File: config.mk
export PLATFORM = sky130hd
export DESIGN_NAME = dual_pipe_dispatch
export DESIGN_NICKNAME = d
export VERILOG_FILES = /design/src/dual_pipe_dispatch.v /design/src/insn_class.v
export VERILOG_INCLUDE_DIRS = /design/src /design/src/src
export SDC_FILE = /design/constraint.sdc
export NUM_CORES = 1
export LEC_CHECK = 0
export BUFFER_PORTS_ARGS = -buffer_cell sky130_fd_sc_hd__buf_2
export CAP_MARGIN = 20
export CORE_MARGIN = 2
export CORE_UTILIZATION = 45
export CTS_CLUSTER_DIAMETER = 120
export DETAILED_ROUTE_END_ITERATION = 12
export MAX_ROUTING_LAYER = met4
export PLACE_DENSITY = 0.61
export SYNTH_ARGS = -nofsm -noshare
export SYNTH_HDL_FRONTEND = slang
export SYNTH_SLANG_ARGS = --single-unit
File: constraint.sdc
create_clock -name CLK -period 21.2 [get_ports CLK]
set_clock_uncertainty 0.15 [all_clocks]
set_input_delay 1.06 -clock CLK [delete_from_list [all_inputs] [get_ports CLK]]
set_output_delay 1.06 -clock CLK [all_outputs]
set_load 0.02 [all_outputs]
File: src/dispatch_map.vh
// Purpose: constants for the dual pipeline dispatch and speculation control
// Assumes: one opcode byte per instruction, length in low nibble, class in high
// Notes: included by every design file of this block
// What this block does
// - length stage sizes, decode stage classifies and steers
// - branch, fp, exclusive go only to x pipe
// - branch or fp may pair with y instruction
// - exclusive issues alone, y ex slot assists
// - decoder marks listed system-like classes exclusive
// - first address stage requests up to two addresses
// - second address stage requests tlb, cache, regfile access
// - alu with cache operand executes in one clock
// - issue continues past predicted branches and fp ops
// - prediction saves checkpoint and raises depth counter
// - no more than four speculation levels active
// - resolution lowers depth counter before acting
// - correct prediction frees checkpoint, stream continues
// - misprediction flushes, restores checkpoint, refetches at length stage
// - speculative stores held until their branch resolves
// - speculation halts at max depth, fault, full buffers, system writes
// - out of order only for ready y past multicycle x
// - ready instruction completes ahead of stalled older one
// - ex entry, exceptions and writes stay in order
// - write-back updates regfile, write buffers, machine state
// - fp queue of four outstanding operations
// - fetch line of sixteen bytes feeds length stage
`ifndef DISPATCH_MAP_VH
`define DISPATCH_MAP_VH
`define LINE_BYTES 5'h10
`define OP_LEN 3:0
`define OP_CLS 7:4
`define C_ALU 4'h0
`define C_ALU_MEM 4'h1
`define C_STORE 4'h2
`define C_BRANCH 4'h3
`define C_FP 4'h4
`define C_SEGLOAD 4'h5
`define C_CTLREG 4'h6
`define C_STRING 4'h7
`define C_MULDIV 4'h8
`define C_IO 4'h9
`define C_PUSH_ALL 4'hA
`define C_POP_ALL 4'hB
`define C_TASKSW 4'hC
`define C_LOAD 4'hD
`define FW 7
`define F_SPEC 0
`define F_FP 1
`define F_EXCL 2
`define F_MEM 3
`define F_MULTI 4
`define F_STORE 5
`define F_SYS 6
`define SPEC_MAX 3'h4
`define FPQ_MAX 3'h4
`endif

File: src/dual_pipe_dispatch.v
// Purpose: decode to write-back control of the x and y integer pipes
// Assumes: branch and fp resolutions arrive oldest first, one per cycle
// Notes: all outputs registered, event outputs lag their cause by one cycle
`timescale 1ns/1ps
`include "dispatch_map.vh"
module dual_pipe_dispatch #(
	parameter [2:0] DEPTH_MAX = `SPEC_MAX,
	parameter [2:0] FPQ_DEPTH = `FPQ_MAX
) (
	input wire CLK,
	input wire RST_N,
	input wire FETCH_VALID,
	input wire [127:0] FETCH_BYTES,
	input wire [1:0] EX_READY,
	input wire [1:0] EX_FAULT,
	input wire BR_RESOLVE,
	input wire BR_MISPRED,
	input wire FP_DONE,
	input wire WBUF_FULL,
	output reg FETCH_ACK,
	output reg FLUSH,
	output reg CKPT_SAVE,
	output reg [1:0] SAVE_ID,
	output reg CKPT_FREE,
	output reg CKPT_RESTORE,
	output reg [1:0] FREE_ID,
	output reg [2:0] SPEC_DEPTH,
	output reg [1:0] AGU_REQ,
	output reg [1:0] A2_ACCESS,
	output reg EX_ASSIST,
	output reg FPU_ISSUE,
	output reg OOO_COMPLETE,
	output reg [1:0] RF_WRITE,
	output reg [1:0] WBUF_PUSH,
	output reg EXC_REPORT
);
	reg [127:0] line;
	reg line_v;
	reg [4:0] ptr;
	reg [1:0] ldv;
	reg [7:0] ldo0;
	reg [7:0] ldo1;
	reg [1:0] fdv;
	reg [1:0] a1v;
	reg [1:0] a2v;
	reg [1:0] exv;
	reg [1:0] wbv;
	reg [`FW-1:0] fdf0;
	reg [`FW-1:0] fdf1;
	reg [`FW-1:0] a1f0;
	reg [`FW-1:0] a1f1;
	reg [`FW-1:0] a2f0;
	reg [`FW-1:0] a2f1;
	reg [`FW-1:0] exf0;
	reg [`FW-1:0] exf1;
	reg [`FW-1:0] wbf0;
	reg [`FW-1:0] wbf1;
	reg [3:0] sq_a1;
	reg [3:0] sq_a2;
	reg [3:0] exs0;
	reg [3:0] exs1;
	reg [3:0] wbs0;
	reg [3:0] wbs1;
	reg [1:0] wbx;
	reg [2:0] depth;
	reg [3:0] acnt;
	reg [3:0] rcnt;
	reg [2:0] fpcnt;
	reg sys_busy;

	// length stage: size up to two instructions of the fetched line
	wire [7:0] b0 = line[{ptr[3:0], 3'b000} +: 8];
	wire [4:0] l0 = {1'b0, b0[`OP_LEN]} + 5'h01;
	wire [4:0] p1 = ptr + l0;
	wire [7:0] b1 = line[{p1[3:0], 3'b000} +: 8];
	wire [4:0] l1 = {1'b0, b1[`OP_LEN]} + 5'h01;
	wire [5:0] e1 = {1'b0, p1} + {1'b0, l1};
	wire c0 = line_v & (p1 <= `LINE_BYTES);
	wire c1 = c0 & (p1 < `LINE_BYTES) & (e1 <= {1'b0, `LINE_BYTES});
	wire [4:0] np = c1 ? e1[4:0] : p1;

	// full decode of the two held candidates
	wire [`FW-1:0] k0;
	wire [`FW-1:0] k1;
	insn_class u_cls0 (
		.cls(ldo0[`OP_CLS]),
		.flags(k0)
	);
	insn_class u_cls1 (
		.cls(ldo1[`OP_CLS]),
		.flags(k1)
	);
	// second goes to y unless it is x-only or the first is exclusive
	wire pair = ldv[1] & ~k0[`F_EXCL] & ~k1[`F_SPEC] & ~k1[`F_EXCL];

	// speculation gate at the decode to address boundary
	wire xs = fdv[0] & fdf0[`F_SPEC];
	wire xsys = fdv[0] & fdf0[`F_SYS];
	wire spec_block = xs & ((depth >= DEPTH_MAX) | WBUF_FULL | sys_busy);
	wire sys_block = xsys & ((depth != 3'h0) | sys_busy);

	// execute and write-back hand-off
	wire dn0 = ~exf0[`F_MULTI] | EX_READY[0];
	wire dn1 = ~exf1[`F_MULTI] | EX_READY[1];
	wire [3:0] d0 = wbs0 - rcnt;
	wire [3:0] d1 = wbs1 - rcnt;
	wire uns0 = (d0 != 4'h0) & (d0 <= {1'b0, DEPTH_MAX});
	wire uns1 = (d1 != 4'h0) & (d1 <= {1'b0, DEPTH_MAX});
	wire wbh0 = wbv[0] & wbf0[`F_STORE] & (uns0 | WBUF_FULL);
	wire wbh1 = wbv[1] & ((wbf1[`F_STORE] & (uns1 | WBUF_FULL)) | wbh0);
	wire wbfree0 = ~wbv[0] | ~wbh0;
	wire wbfree1 = ~wbv[1] | ~wbh1;
	wire ooo = exv[0] & ~dn0 & exf0[`F_MULTI] & ~exf1[`F_STORE] & ~EX_FAULT[1];
	wire exl0 = exv[0] & dn0 & wbfree0 & ~wbh1;
	wire exl1 = exv[1] & dn1 & wbfree1 & (~exv[0] | exl0 | ooo);
	wire exfree0 = ~exv[0] | exl0;
	wire exfree1 = ~exv[1] | exl1;
	wire com0 = wbv[0] & ~wbh0;
	wire exc0 = com0 & wbx[0];
	wire com1 = wbv[1] & ~wbh1 & ~exc0;
	wire exc1 = com1 & wbx[1];
	wire exc = exc0 | exc1;

	// speculation resolution
	wire res = (BR_RESOLVE | FP_DONE) & (depth != 3'h0);
	wire mis = res & BR_RESOLVE & BR_MISPRED;
	wire flush = mis | exc;
	wire fq_full = fpcnt >= FPQ_DEPTH;

	// stage advance, pairs move as one unit until execute
	wire a2_go = a2v[0] & exfree0 & (~(a2v[1] | a2f0[`F_EXCL]) | exfree1) & ~(a2f0[`F_FP] & fq_full);
	wire a1_go = a1v[0] & (~a2v[0] | a2_go);
	wire fd_go = fdv[0] & (~a1v[0] | a1_go) & ~spec_block & ~sys_block;
	wire fd_ok = ldv[0] & (~fdv[0] | fd_go);
	wire ld_empty = ~ldv[0] | (fd_ok & (pair | ~ldv[1]));
	wire alloc = fd_go & xs & ~flush;
	wire cap = FETCH_VALID & ~line_v & ~FETCH_ACK & ~flush;

	always @(posedge CLK or negedge RST_N) begin
		if (!RST_N) begin
			line <= 128'h0;
			line_v <= 1'b0;
			ptr <= 5'h00;
			ldv <= 2'h0;
			ldo0 <= 8'h00;
			ldo1 <= 8'h00;
		end else if (flush) begin
			line_v <= 1'b0;
			ptr <= 5'h00;
			ldv <= 2'h0;
		end else begin
			if (cap) begin
				line <= FETCH_BYTES;
				line_v <= 1'b1;
				ptr <= 5'h00;
			end else if (ld_empty & line_v) begin
				if (c0) begin
					ptr <= np;
					if (np >= `LINE_BYTES)
						line_v <= 1'b0;
				end else begin
					line_v <= 1'b0;
					ptr <= 5'h00;
				end
			end
			if (ld_empty & c0 & ~cap) begin
				ldv <= {c1, 1'b1};
				ldo0 <= b0;
				ldo1 <= b1;
			end else if (fd_ok & ~pair & ldv[1]) begin
				ldv <= 2'h1;
				ldo0 <= ldo1;
			end else if (ld_empty) begin
				ldv <= 2'h0;
			end
		end
	end

	always @(posedge CLK or negedge RST_N) begin
		if (!RST_N) begin
			fdv <= 2'h0;
			a1v <= 2'h0;
			a2v <= 2'h0;
			exv <= 2'h0;
			fdf0 <= {`FW{1'b0}};
			fdf1 <= {`FW{1'b0}};
			a1f0 <= {`FW{1'b0}};
			a1f1 <= {`FW{1'b0}};
			a2f0 <= {`FW{1'b0}};
			a2f1 <= {`FW{1'b0}};
			exf0 <= {`FW{1'b0}};
			exf1 <= {`FW{1'b0}};
			sq_a1 <= 4'h0;
			sq_a2 <= 4'h0;
			exs0 <= 4'h0;
			exs1 <= 4'h0;
		end else if (flush) begin
			fdv <= 2'h0;
			a1v <= 2'h0;
			a2v <= 2'h0;
			exv <= 2'h0;
		end else begin
			if (fd_ok) begin
				fdv <= {pair, 1'b1};
				fdf0 <= k0;
				fdf1 <= k1;
			end else if (fd_go) begin
				fdv <= 2'h0;
			end
			if (fd_go) begin
				a1v <= fdv;
				a1f0 <= fdf0;
				a1f1 <= fdf1;
				sq_a1 <= acnt + {3'h0, xs};
			end else if (a1_go) begin
				a1v <= 2'h0;
			end
			if (a1_go) begin
				a2v <= a1v;
				a2f0 <= a1f0;
				a2f1 <= a1f1;
				sq_a2 <= sq_a1;
			end else if (a2_go) begin
				a2v <= 2'h0;
			end
			if (a2_go) begin
				exv[0] <= 1'b1;
				exf0 <= a2f0;
				exs0 <= sq_a2;
			end else if (exl0) begin
				exv[0] <= 1'b0;
			end
			if (a2_go) begin
				exv[1] <= a2v[1];
				exf1 <= a2f1;
				exs1 <= sq_a2;
			end else if (exl1) begin
				exv[1] <= 1'b0;
			end
		end
	end

	always @(posedge CLK or negedge RST_N) begin
		if (!RST_N) begin
			wbv <= 2'h0;
			wbf0 <= {`FW{1'b0}};
			wbf1 <= {`FW{1'b0}};
			wbs0 <= 4'h0;
			wbs1 <= 4'h0;
			wbx <= 2'h0;
		end else if (exc) begin
			wbv <= 2'h0;
		end else begin
			// a resolving branch still leaves execute; its y mate is younger
			if (exl0) begin
				wbv[0] <= 1'b1;
				wbf0 <= exf0;
				wbs0 <= exs0;
				wbx[0] <= EX_FAULT[0];
			end else if (com0) begin
				wbv[0] <= 1'b0;
			end
			if (exl1 & ~mis) begin
				wbv[1] <= 1'b1;
				wbf1 <= exf1;
				wbs1 <= exs1;
				wbx[1] <= EX_FAULT[1];
			end else if (com1) begin
				wbv[1] <= 1'b0;
			end
		end
	end

	// speculation depth, checkpoint ids and fp queue count
	always @(posedge CLK or negedge RST_N) begin
		if (!RST_N) begin
			depth <= 3'h0;
			acnt <= 4'h0;
			rcnt <= 4'h0;
			fpcnt <= 3'h0;
			sys_busy <= 1'b0;
		end else begin
			if (flush) begin
				depth <= 3'h0;
				acnt <= rcnt + {3'h0, res};
			end else begin
				depth <= depth + {2'h0, alloc} - {2'h0, res};
				acnt <= acnt + {3'h0, alloc};
			end
			rcnt <= rcnt + {3'h0, res};
			if (flush)
				fpcnt <= 3'h0;
			else
				fpcnt <= fpcnt + {2'h0, a2_go & a2f0[`F_FP]} - {2'h0, FP_DONE & (fpcnt != 3'h0)};
			if (flush | (com0 & wbf0[`F_SYS]))
				sys_busy <= 1'b0;
			else if (fd_go & xsys)
				sys_busy <= 1'b1;
		end
	end

	// registered outputs, one cycle after their cause
	always @(posedge CLK or negedge RST_N) begin
		if (!RST_N) begin
			FETCH_ACK <= 1'b0;
			FLUSH <= 1'b0;
			CKPT_SAVE <= 1'b0;
			SAVE_ID <= 2'h0;
			CKPT_FREE <= 1'b0;
			CKPT_RESTORE <= 1'b0;
			FREE_ID <= 2'h0;
			SPEC_DEPTH <= 3'h0;
			AGU_REQ <= 2'h0;
			A2_ACCESS <= 2'h0;
			EX_ASSIST <= 1'b0;
			FPU_ISSUE <= 1'b0;
			OOO_COMPLETE <= 1'b0;
			RF_WRITE <= 2'h0;
			WBUF_PUSH <= 2'h0;
			EXC_REPORT <= 1'b0;
		end else begin
			FETCH_ACK <= cap;
			FLUSH <= flush;
			CKPT_SAVE <= alloc;
			SAVE_ID <= acnt[1:0];
			CKPT_FREE <= res & ~mis;
			CKPT_RESTORE <= mis;
			FREE_ID <= rcnt[1:0];
			SPEC_DEPTH <= flush ? 3'h0 : depth + {2'h0, alloc} - {2'h0, res};
			AGU_REQ <= (a1_go & ~flush) ? {a1v[1] & a1f1[`F_MEM], a1f0[`F_MEM]} : 2'h0;
			A2_ACCESS <= (a2_go & ~flush) ? a2v : 2'h0;
			EX_ASSIST <= exv[0] & exf0[`F_EXCL] & ~flush;
			FPU_ISSUE <= a2_go & a2f0[`F_FP] & ~flush;
			OOO_COMPLETE <= exl1 & ooo & ~flush;
			RF_WRITE <= {com1 & ~wbx[1] & ~wbf1[`F_STORE], com0 & ~wbx[0] & ~wbf0[`F_STORE]};
			WBUF_PUSH <= {com1 & ~wbx[1] & wbf1[`F_STORE], com0 & ~wbx[0] & wbf0[`F_STORE]};
			EXC_REPORT <= exc;
		end
	end
endmodule

File: src/insn_class.v
// Purpose: turns an instruction class code into steering flags
// Assumes: class codes from dispatch_map.vh
// Notes: pure combinational, one instance per decode slot
`timescale 1ns/1ps
`include "dispatch_map.vh"
module insn_class (
	input wire [3:0] cls,
	output wire [`FW-1:0] flags
);
	wire excl;
	assign excl = (cls == `C_SEGLOAD) | (cls == `C_CTLREG) | (cls == `C_STRING) | (cls == `C_MULDIV) |
		(cls == `C_IO) | (cls == `C_PUSH_ALL) | (cls == `C_POP_ALL) | (cls == `C_TASKSW);
	assign flags[`F_SPEC] = (cls == `C_BRANCH) | (cls == `C_FP);
	assign flags[`F_FP] = (cls == `C_FP);
	assign flags[`F_EXCL] = excl;
	assign flags[`F_MEM] = (cls == `C_ALU_MEM) | (cls == `C_STORE) | (cls == `C_LOAD) | (cls == `C_STRING) |
		(cls == `C_SEGLOAD) | (cls == `C_PUSH_ALL) | (cls == `C_POP_ALL);
	// alu with cache operand is single cycle, operand came from address stages
	assign flags[`F_MULTI] = excl | (cls == `C_LOAD);
	assign flags[`F_STORE] = (cls == `C_STORE);
	assign flags[`F_SYS] = (cls == `C_CTLREG) | (cls == `C_TASKSW);
endmodule
==> impl_metrics.json, run 1 <==
{
  "fin_crit_sh_pct": 30.6,
  "postCtsSetupBuffers": 0,
  "clockRootBuffer": "clkbuf_16",
  "grt_pass1_wl_um": 45100,
  "synth.net_count": 1089,
  "cts_tree": "yes",
  "layout_commonest_cell": "dfrtp_1",
  "portBuffers": 162,
  "place.detailed.hpwl_um": 19600,
  "die_area_um2": 29300,
  "h-tree-depth": 1,
  "rsz0062_at_grt": "false",
  "ctsResizeCount": 0,
  "cp_max_fo": 33,
  "cap_violations": 0,
  "area_growth_pct": 17.6,
  "synth-edff-count": 0,
  "ys_seq_area_share_pct": 49.1,
  "core_area_um2": 27700,
  "synthXorXnorAreaFrac_pct": 1.25,
  "num_rows": 61,
  "first_global_vias": 8312,
  "power_density_nw_per_um2": 207,
  "status": "complete, no violations",
  "setup_tns_ns": 0,
  "clk_path_buf_depth": 3,
  "yosys_warnings": 0,
  "synth_mux_area_share_pct": 30.9,
  "fp.dieH_um": 171,
  "power_w": 0.00307,
  "diodes": 0,
  "mostFrequentLayoutCells": "dfrtp_1 (246), mux2_2 (170), buf_2 (161), mux4_2 (72), a21oi_1 (47)",
  "criticalPathCategory": "flop to flop",
  "min_period_ns": 6.48,
  "ant_nets": 0,
  "report.final.slew_viol_count": 0,
  "crit_path_end_kind": "flop",
  "drtIter0Drc": 398,
  "globalplace.congestion": 0.811,
  "crit_family": "compound AO/OA/AOI/OAI gates",
  "finalHoldViolCount": 0,
  "synth_area_um2": 12600,
  "syn_inst": 922,
  "vias": 8087,
  "vdd_drop_max_mv": 0.143,
  "track_usage_pct": 20.0,
  "critPathBufInv": 3,
  "avgViaCountPerCell": 5.49,
  "arrival_ns": 6.77,
  "final-setup-viol-count": 0,
  "synthSimpleGateAreaFrac_pct": 6.27,
  "clk_latency_ns": 0.54,
  "slew_headroom_pct": 25.5,
  "grt_overflow": 0,
  "async_reset_ff_share_pct": 100,
  "first_pass_iters": 4,
  "cp_slowest_cell": "xor2_2",
  "fill_cells": 2394,
  "hold_buffers": 0,
  "clkSlewWorstSetupHoldPaths_ns": 0.06,
  "max_stage_delay_ns": 0.86,
  "synth.ff_latch_count": 247,
  "die_w_um": 171,
  "wl_per_cell_um": 18.8,
  "fin_nets": 1240,
  "start_util_pct": 45.5,
  "min_path_type": "flop to flop",
  "worstSetupStartpointType": "flop",
  "avgSynthCellArea_um2": 13.7,
  "leakagePower_nw": 6.50,
  "cp.required_ns": 21.49,
  "synth_top_family_by_area": "multiplexers",
  "crit_chain": "buf_4, mux4_2, mux4_2, inv_1, ha_2, fa_2, xor2_2, inv_2, a211oi_1, a21oi_1, ha_1, o21ai_0, a21boi_0, o21ai_0, a211oi_1, a21oi_1, or4_1, a21oi_1",
  "drc": 0,
  "synth_compound_area_share_pct": 6.73,
  "cp_common_cell": "a21oi_1",
  "worst_pin_slew_ns": 1.12,
  "cts_buffers": 28,
  "cts_num_sinks": 247,
  "synthAdderAreaFrac_pct": 3.02,
  "ios": 163,
  "grt_max_degree": 165,
  "drive_above_1_share_pct": 44.8,
  "antenna_found_initial": 0,
  "wl_um": 27700,
  "synthFlopType": "dfrtp_1",
  "synth_cell_types": 70,
  "max_freq_ghz": 0.154
}
-- through the flow --
| step | util [%] | cell area (µm²) | setup slack (ns) | instances | hold WS, ns |
|---|---|---|---|---|---|
| floorplan | - | 12600 | 14.52 | 922 | 0.236 |
| global placement | 49.7 | 13800 | 14.91 | 1421 | 0.276 |
| detailed placement | 49.7 | 13800 | 14.70 | 1421 | 0.276 |
| CTS | 53.4 | 14800 | 14.69 | 1473 | 0.291 |
| global route | 53.4 | 14800 | 14.11 | 1473 | 0.311 |
| finish | 53.4 | 14800 | 14.72 | 1473 | 0.290 |
-- synth_stat cells, drive strengths merged (14+ instances only) --
cell type	n	area, µm²
a211oi	14	105
a21oi	49	253
and2	18	113
buf	27	131
clkbuf	22	82.6
dfrtp	247	6180
ha	24	300
inv	36	135
mux2	187	2140
mux4	72	1620
nand2	26	97.6
nand3	14	70.1
nor2	29	111
o21ai	18	93.8
-- layout make-up --
| class | count | area (µm²) | area share, % |
|---|---|---|---|
| Sequential cell | 247 | 6180 | 41.7 |
| Multi-Input combinational cell | 589 | 6090 | 41.1 |
| Timing Repair Buffer | 170 | 893 | 6.03 |
| Clock buffer | 39 | 833 | 5.63 |
| Tap cell | 378 | 473 | 3.19 |
| Clock inverter | 13 | 196 | 1.33 |
| Inverter | 37 | 139 | 0.938 |
-- worst register-to-register path: stages (launching register included) --
cell	delay [ns]
dfrtp_2	0.36
buf_4	0.48
mux4_2	0.60
mux4_2	0.47
inv_1	0.07
ha_2	0.18
fa_2	0.23
xor2_2	0.86
inv_2	0.25
a211oi_1	0.30
a21oi_1	0.07
ha_1	0.36
o21ai_0	0.12
a21boi_0	0.27
o21ai_0	0.17
a211oi_1	0.72
a21oi_1	0.18
or4_1	0.42
a21oi_1	0.13
-- path summary, 6_finish.rpt --
check | start | endpoint | slack [ns] | cells after the start
hold / removal | rcnt[1] | FREE_ID[1] | 0.29 | 0
hold reg to reg | rcnt[1] | FREE_ID[1] | 0.29 | 0
setup / recovery | ptr[0] | ptr[4] | 14.72 | 18
setup reg to reg | ptr[0] | ptr[4] | 14.72 | 18
max in group asynchronous | RST_N | ptr[0] | 19.22 | 2
min in group asynchronous | RST_N | rcnt[3] | 0.37 | 1
-- routing by layer --
metal	part of all wire [%]	wire length, µm	global-route usage [%]	up-vias
li1	-	-	-	3755
met1	45	12500	27.3	4104
met2	48	13400	32.4	198
met3	4.4	1230	2.65	30
met4	1.8	506	4.20	0
met5	0	0	-	-
-- power breakdown --
group | switching (W) | total [W] | internal (W)
combinational | 0.000790 | 0.00166 | 0.000874
clock | 0.000192 | 0.000526 | 0.000334
sequential | 0.000191 | 0.000877 | 0.000686
-- kinds of logic after synthesis --
logic type,Yosys count
muxes,272
DFF,247
and+or+nand+nor,144
AOI/OAI and AO/OA,127
buffers and inverters,86
adders and majority gates,28
xor gates and xnor gates,18
-- state kept, by name, indices dropped and copies added (netlist names), 3 cells and up --
register    flops
wbs0            4
ldo0            4
ptr             5
fdf1            3
wbs1            4
SPEC_DEPTH      3
exs1            4
sq_a2           4
sq_a1           4
a1f1            3
rcnt            4
a1f0            6
fpcnt           3
ldo1            4
exf0            4
line          128
fdf0            7
a2f0            5
acnt            4
Power figures use the tool's default switching activity.
==> inputs of run 2 (changes only) <==
PLACE_DENSITY = 0.63   (was 0.61)
clock period = 5.9 ns   (was 21.2 ns; I/O delays follow)
==> impl_metrics.json, run 2 (same netlist as run 1, synthesis figures left out) <==
{
  "hp-start": "EX_READY[0]",
  "antenna_found_initial": 0,
  "drc": 0,
  "crit_family": "multiplexers",
  "cp_max_fo": 13,
  "vias": 8829,
  "worstSetupStartpointType": "flop",
  "drive_above_1_share_pct": 40.4,
  "clk_latency_ns": 0.54,
  "criticalPathCategory": "flop to flop",
  "mostFrequentLayoutCells": "dfrtp_1 (246), mux2_2 (170), buf_2 (161), dlygate4sd3_1 (134), mux4_2 (72)",
  "min_path_type": "input port to flop",
  "largest_reg_flops": 128,
  "post-place-cells": 1429,
  "fp.dieH_um": 171,
  "track_usage_pct": 21.6,
  "slew_headroom_pct": 40.3,
  "cp.required_ns": 6.20,
  "portBuffers": 162,
  "ios": 163,
  "crit_chain": "mux4_2, mux4_2, inv_1, ha_4, fa_2, mux4_2, mux2_2, a21oi_1, ha_1, nor2b_1, o21ai_0, nor3b_2, o21ai_0, a211oi_2, a21oi_1, or4_1, a21oi_1",
  "grt_pass1_wl_um": 48900,
  "wl_per_cell_um": 18.8,
  "fill_cells": 2202,
  "finalHoldViolCount": 0,
  "fin_crit_sh_pct": 93.3,
  "final_cells": 1615,
  "place.detailed.hpwl_um": 20100,
  "worst_pin_slew_ns": 0.896,
  "drtIter0Drc": 509,
  "grt_max_degree": 165,
  "fin_nets": 1384,
  "max_stage_delay_ns": 0.60,
  "final-setup-viol-count": 0,
  "vdd_drop_max_mv": 0.601,
  "first_pass_iters": 5,
  "globalplace.congestion": 0.829,
  "regToRegEndpoint": "ptr[4]",
  "h-tree-depth": 1,
  "cts_buffers": 28,
  "die_area_um2": 29300,
  "setup_tns_ns": 0,
  "r2r_start": "ptr[0]",
  "reg.largest.list": "line: 128 flops, fdf0: 7 flops, a1f0: 6 flops",
  "first_global_vias": 9045,
  "leakagePower_nw": 7.09,
  "rsz0062_at_grt": "false",
  "worstHoldEndpoint": "OOO_COMPLETE",
  "die_w_um": 171,
  "clockRootBuffer": "clkbuf_16",
  "cap_violations": 0,
  "core_area_um2": 27700,
  "arrival_ns": 5.80,
  "reg2reg_depth": 17,
  "area_growth_pct": 28.6,
  "crit_path_end_kind": "flop",
  "grt_overflow": 0,
  "cp_slowest_cell": "fa_2",
  "power_density_nw_per_um2": 696,
  "status": "complete, no violations",
  "critPathBufInv": 1,
  "start_util_pct": 45.5,
  "cts_num_sinks": 247,
  "ff2ff_setup_slack_ns": 0.40,
  "min_period_ns": 5.50,
  "diodes": 0,
  "num_rows": 61,
  "cts_tree": "yes",
  "clk_path_buf_depth": 3,
  "clkSlewWorstSetupHoldPaths_ns": 0.06,
  "ant_nets": 0,
  "layout_commonest_cell": "dfrtp_1",
  "top_register": "line",
  "holdPathStages": 4,
  "wl_um": 30400,
  "max_freq_ghz": 0.182,
  "avgViaCountPerCell": 5.47,
  "report.final.slew_viol_count": 0
}
run 2: area by class of cell:
| class | count | area [µm²] | share of cell area [%] |
|---|---|---|---|
| clock inverters | 14 | 179 | 1.10 |
| well taps | 378 | 473 | 2.92 |
| clock buffers | 36 | 782 | 4.83 |
| flip-flops and latches | 247 | 6180 | 38.2 |
| repair buffers | 314 | 2330 | 14.4 |
| inverters | 37 | 139 | 0.857 |
| multi-input cells | 589 | 6120 | 37.8 |
run 2: repair_timing:
| action | in CTS | in global routing |
|---|---|---|
| endpoints found under the hold margin | 216 | 0 |
| resized for setup | 0 | 3 |
| hold buffers | 134 | 0 |
| endpoints found under the setup margin | 0 | 5 |
| buffers inserted | 0 | 1 |
run 2: worst max path at each step:
| stage | start | endpoint | slack [ns] | cells after the start |
|---|---|---|---|---|
| detailed placement | ptr[0] | ptr[4] | 0.27 | 17 |
| global route | ptr[0] | ptr[2] | 0.04 | 17 |
| floorplan | ptr[0] | ptr[4] | 0.008 | 23 |
| finish | ptr[0] | ptr[4] | 0.40 | 17 |
| CTS | ptr[0] | ptr[4] | 0.21 | 17 |
| global placement | ptr[0] | ptr[4] | 0.45 | 16 |
run 2: per-layer routing:
metal  track usage, %  up-vias  routed length [µm]
met5                -        -                   0
met3             2.60       53                1410
met2             35.4      275               15100
met4             5.27        0                 719
met1             29.0     4465               13100
li1                 -     4036                   -
run 2: power by group:
| group | switching [W] | total, W | internal (W) |
|---|---|---|---|
| clock | 0.000693 | 0.00180 | 0.00111 |
| combinational | 0.00298 | 0.00632 | 0.00334 |
| sequential | 0.000695 | 0.00316 | 0.00247 |
| total | 0.00437 | 0.0113 | 0.00691 |
run 2: stage by stage:
step / power (W) / cell area (µm²) / setup slack, ns / util [%] / hold WS (ns)
floorplan: 0.00782 / 12600 / 0.00801 / - / -0.151
global placement: 0.00917 / 13900 / 0.451 / 50.0 / 0.183
detailed placement: 0.00930 / 13900 / 0.273 / 50.0 / 0.179
CTS: 0.0112 / 16200 / 0.214 / 58.3 / 0.0651
global route: 0.0121 / 16200 / 0.0442 / 58.5 / 0.0850
finish: 0.0113 / 16200 / 0.397 / 58.5 / 0.0703
run 2: worst register-to-register path, delay by kind of cell, from the launching register on:
family / cells / cell delay (ns)
adders and majority gates: 3 / 0.95
muxes: 4 / 1.65
AOI/OAI and AO/OA: 6 / 1.32
buffers and inverters: 1 / 0.10
DFF: 1 / 0.54
and+or+nand+nor: 3 / 0.70
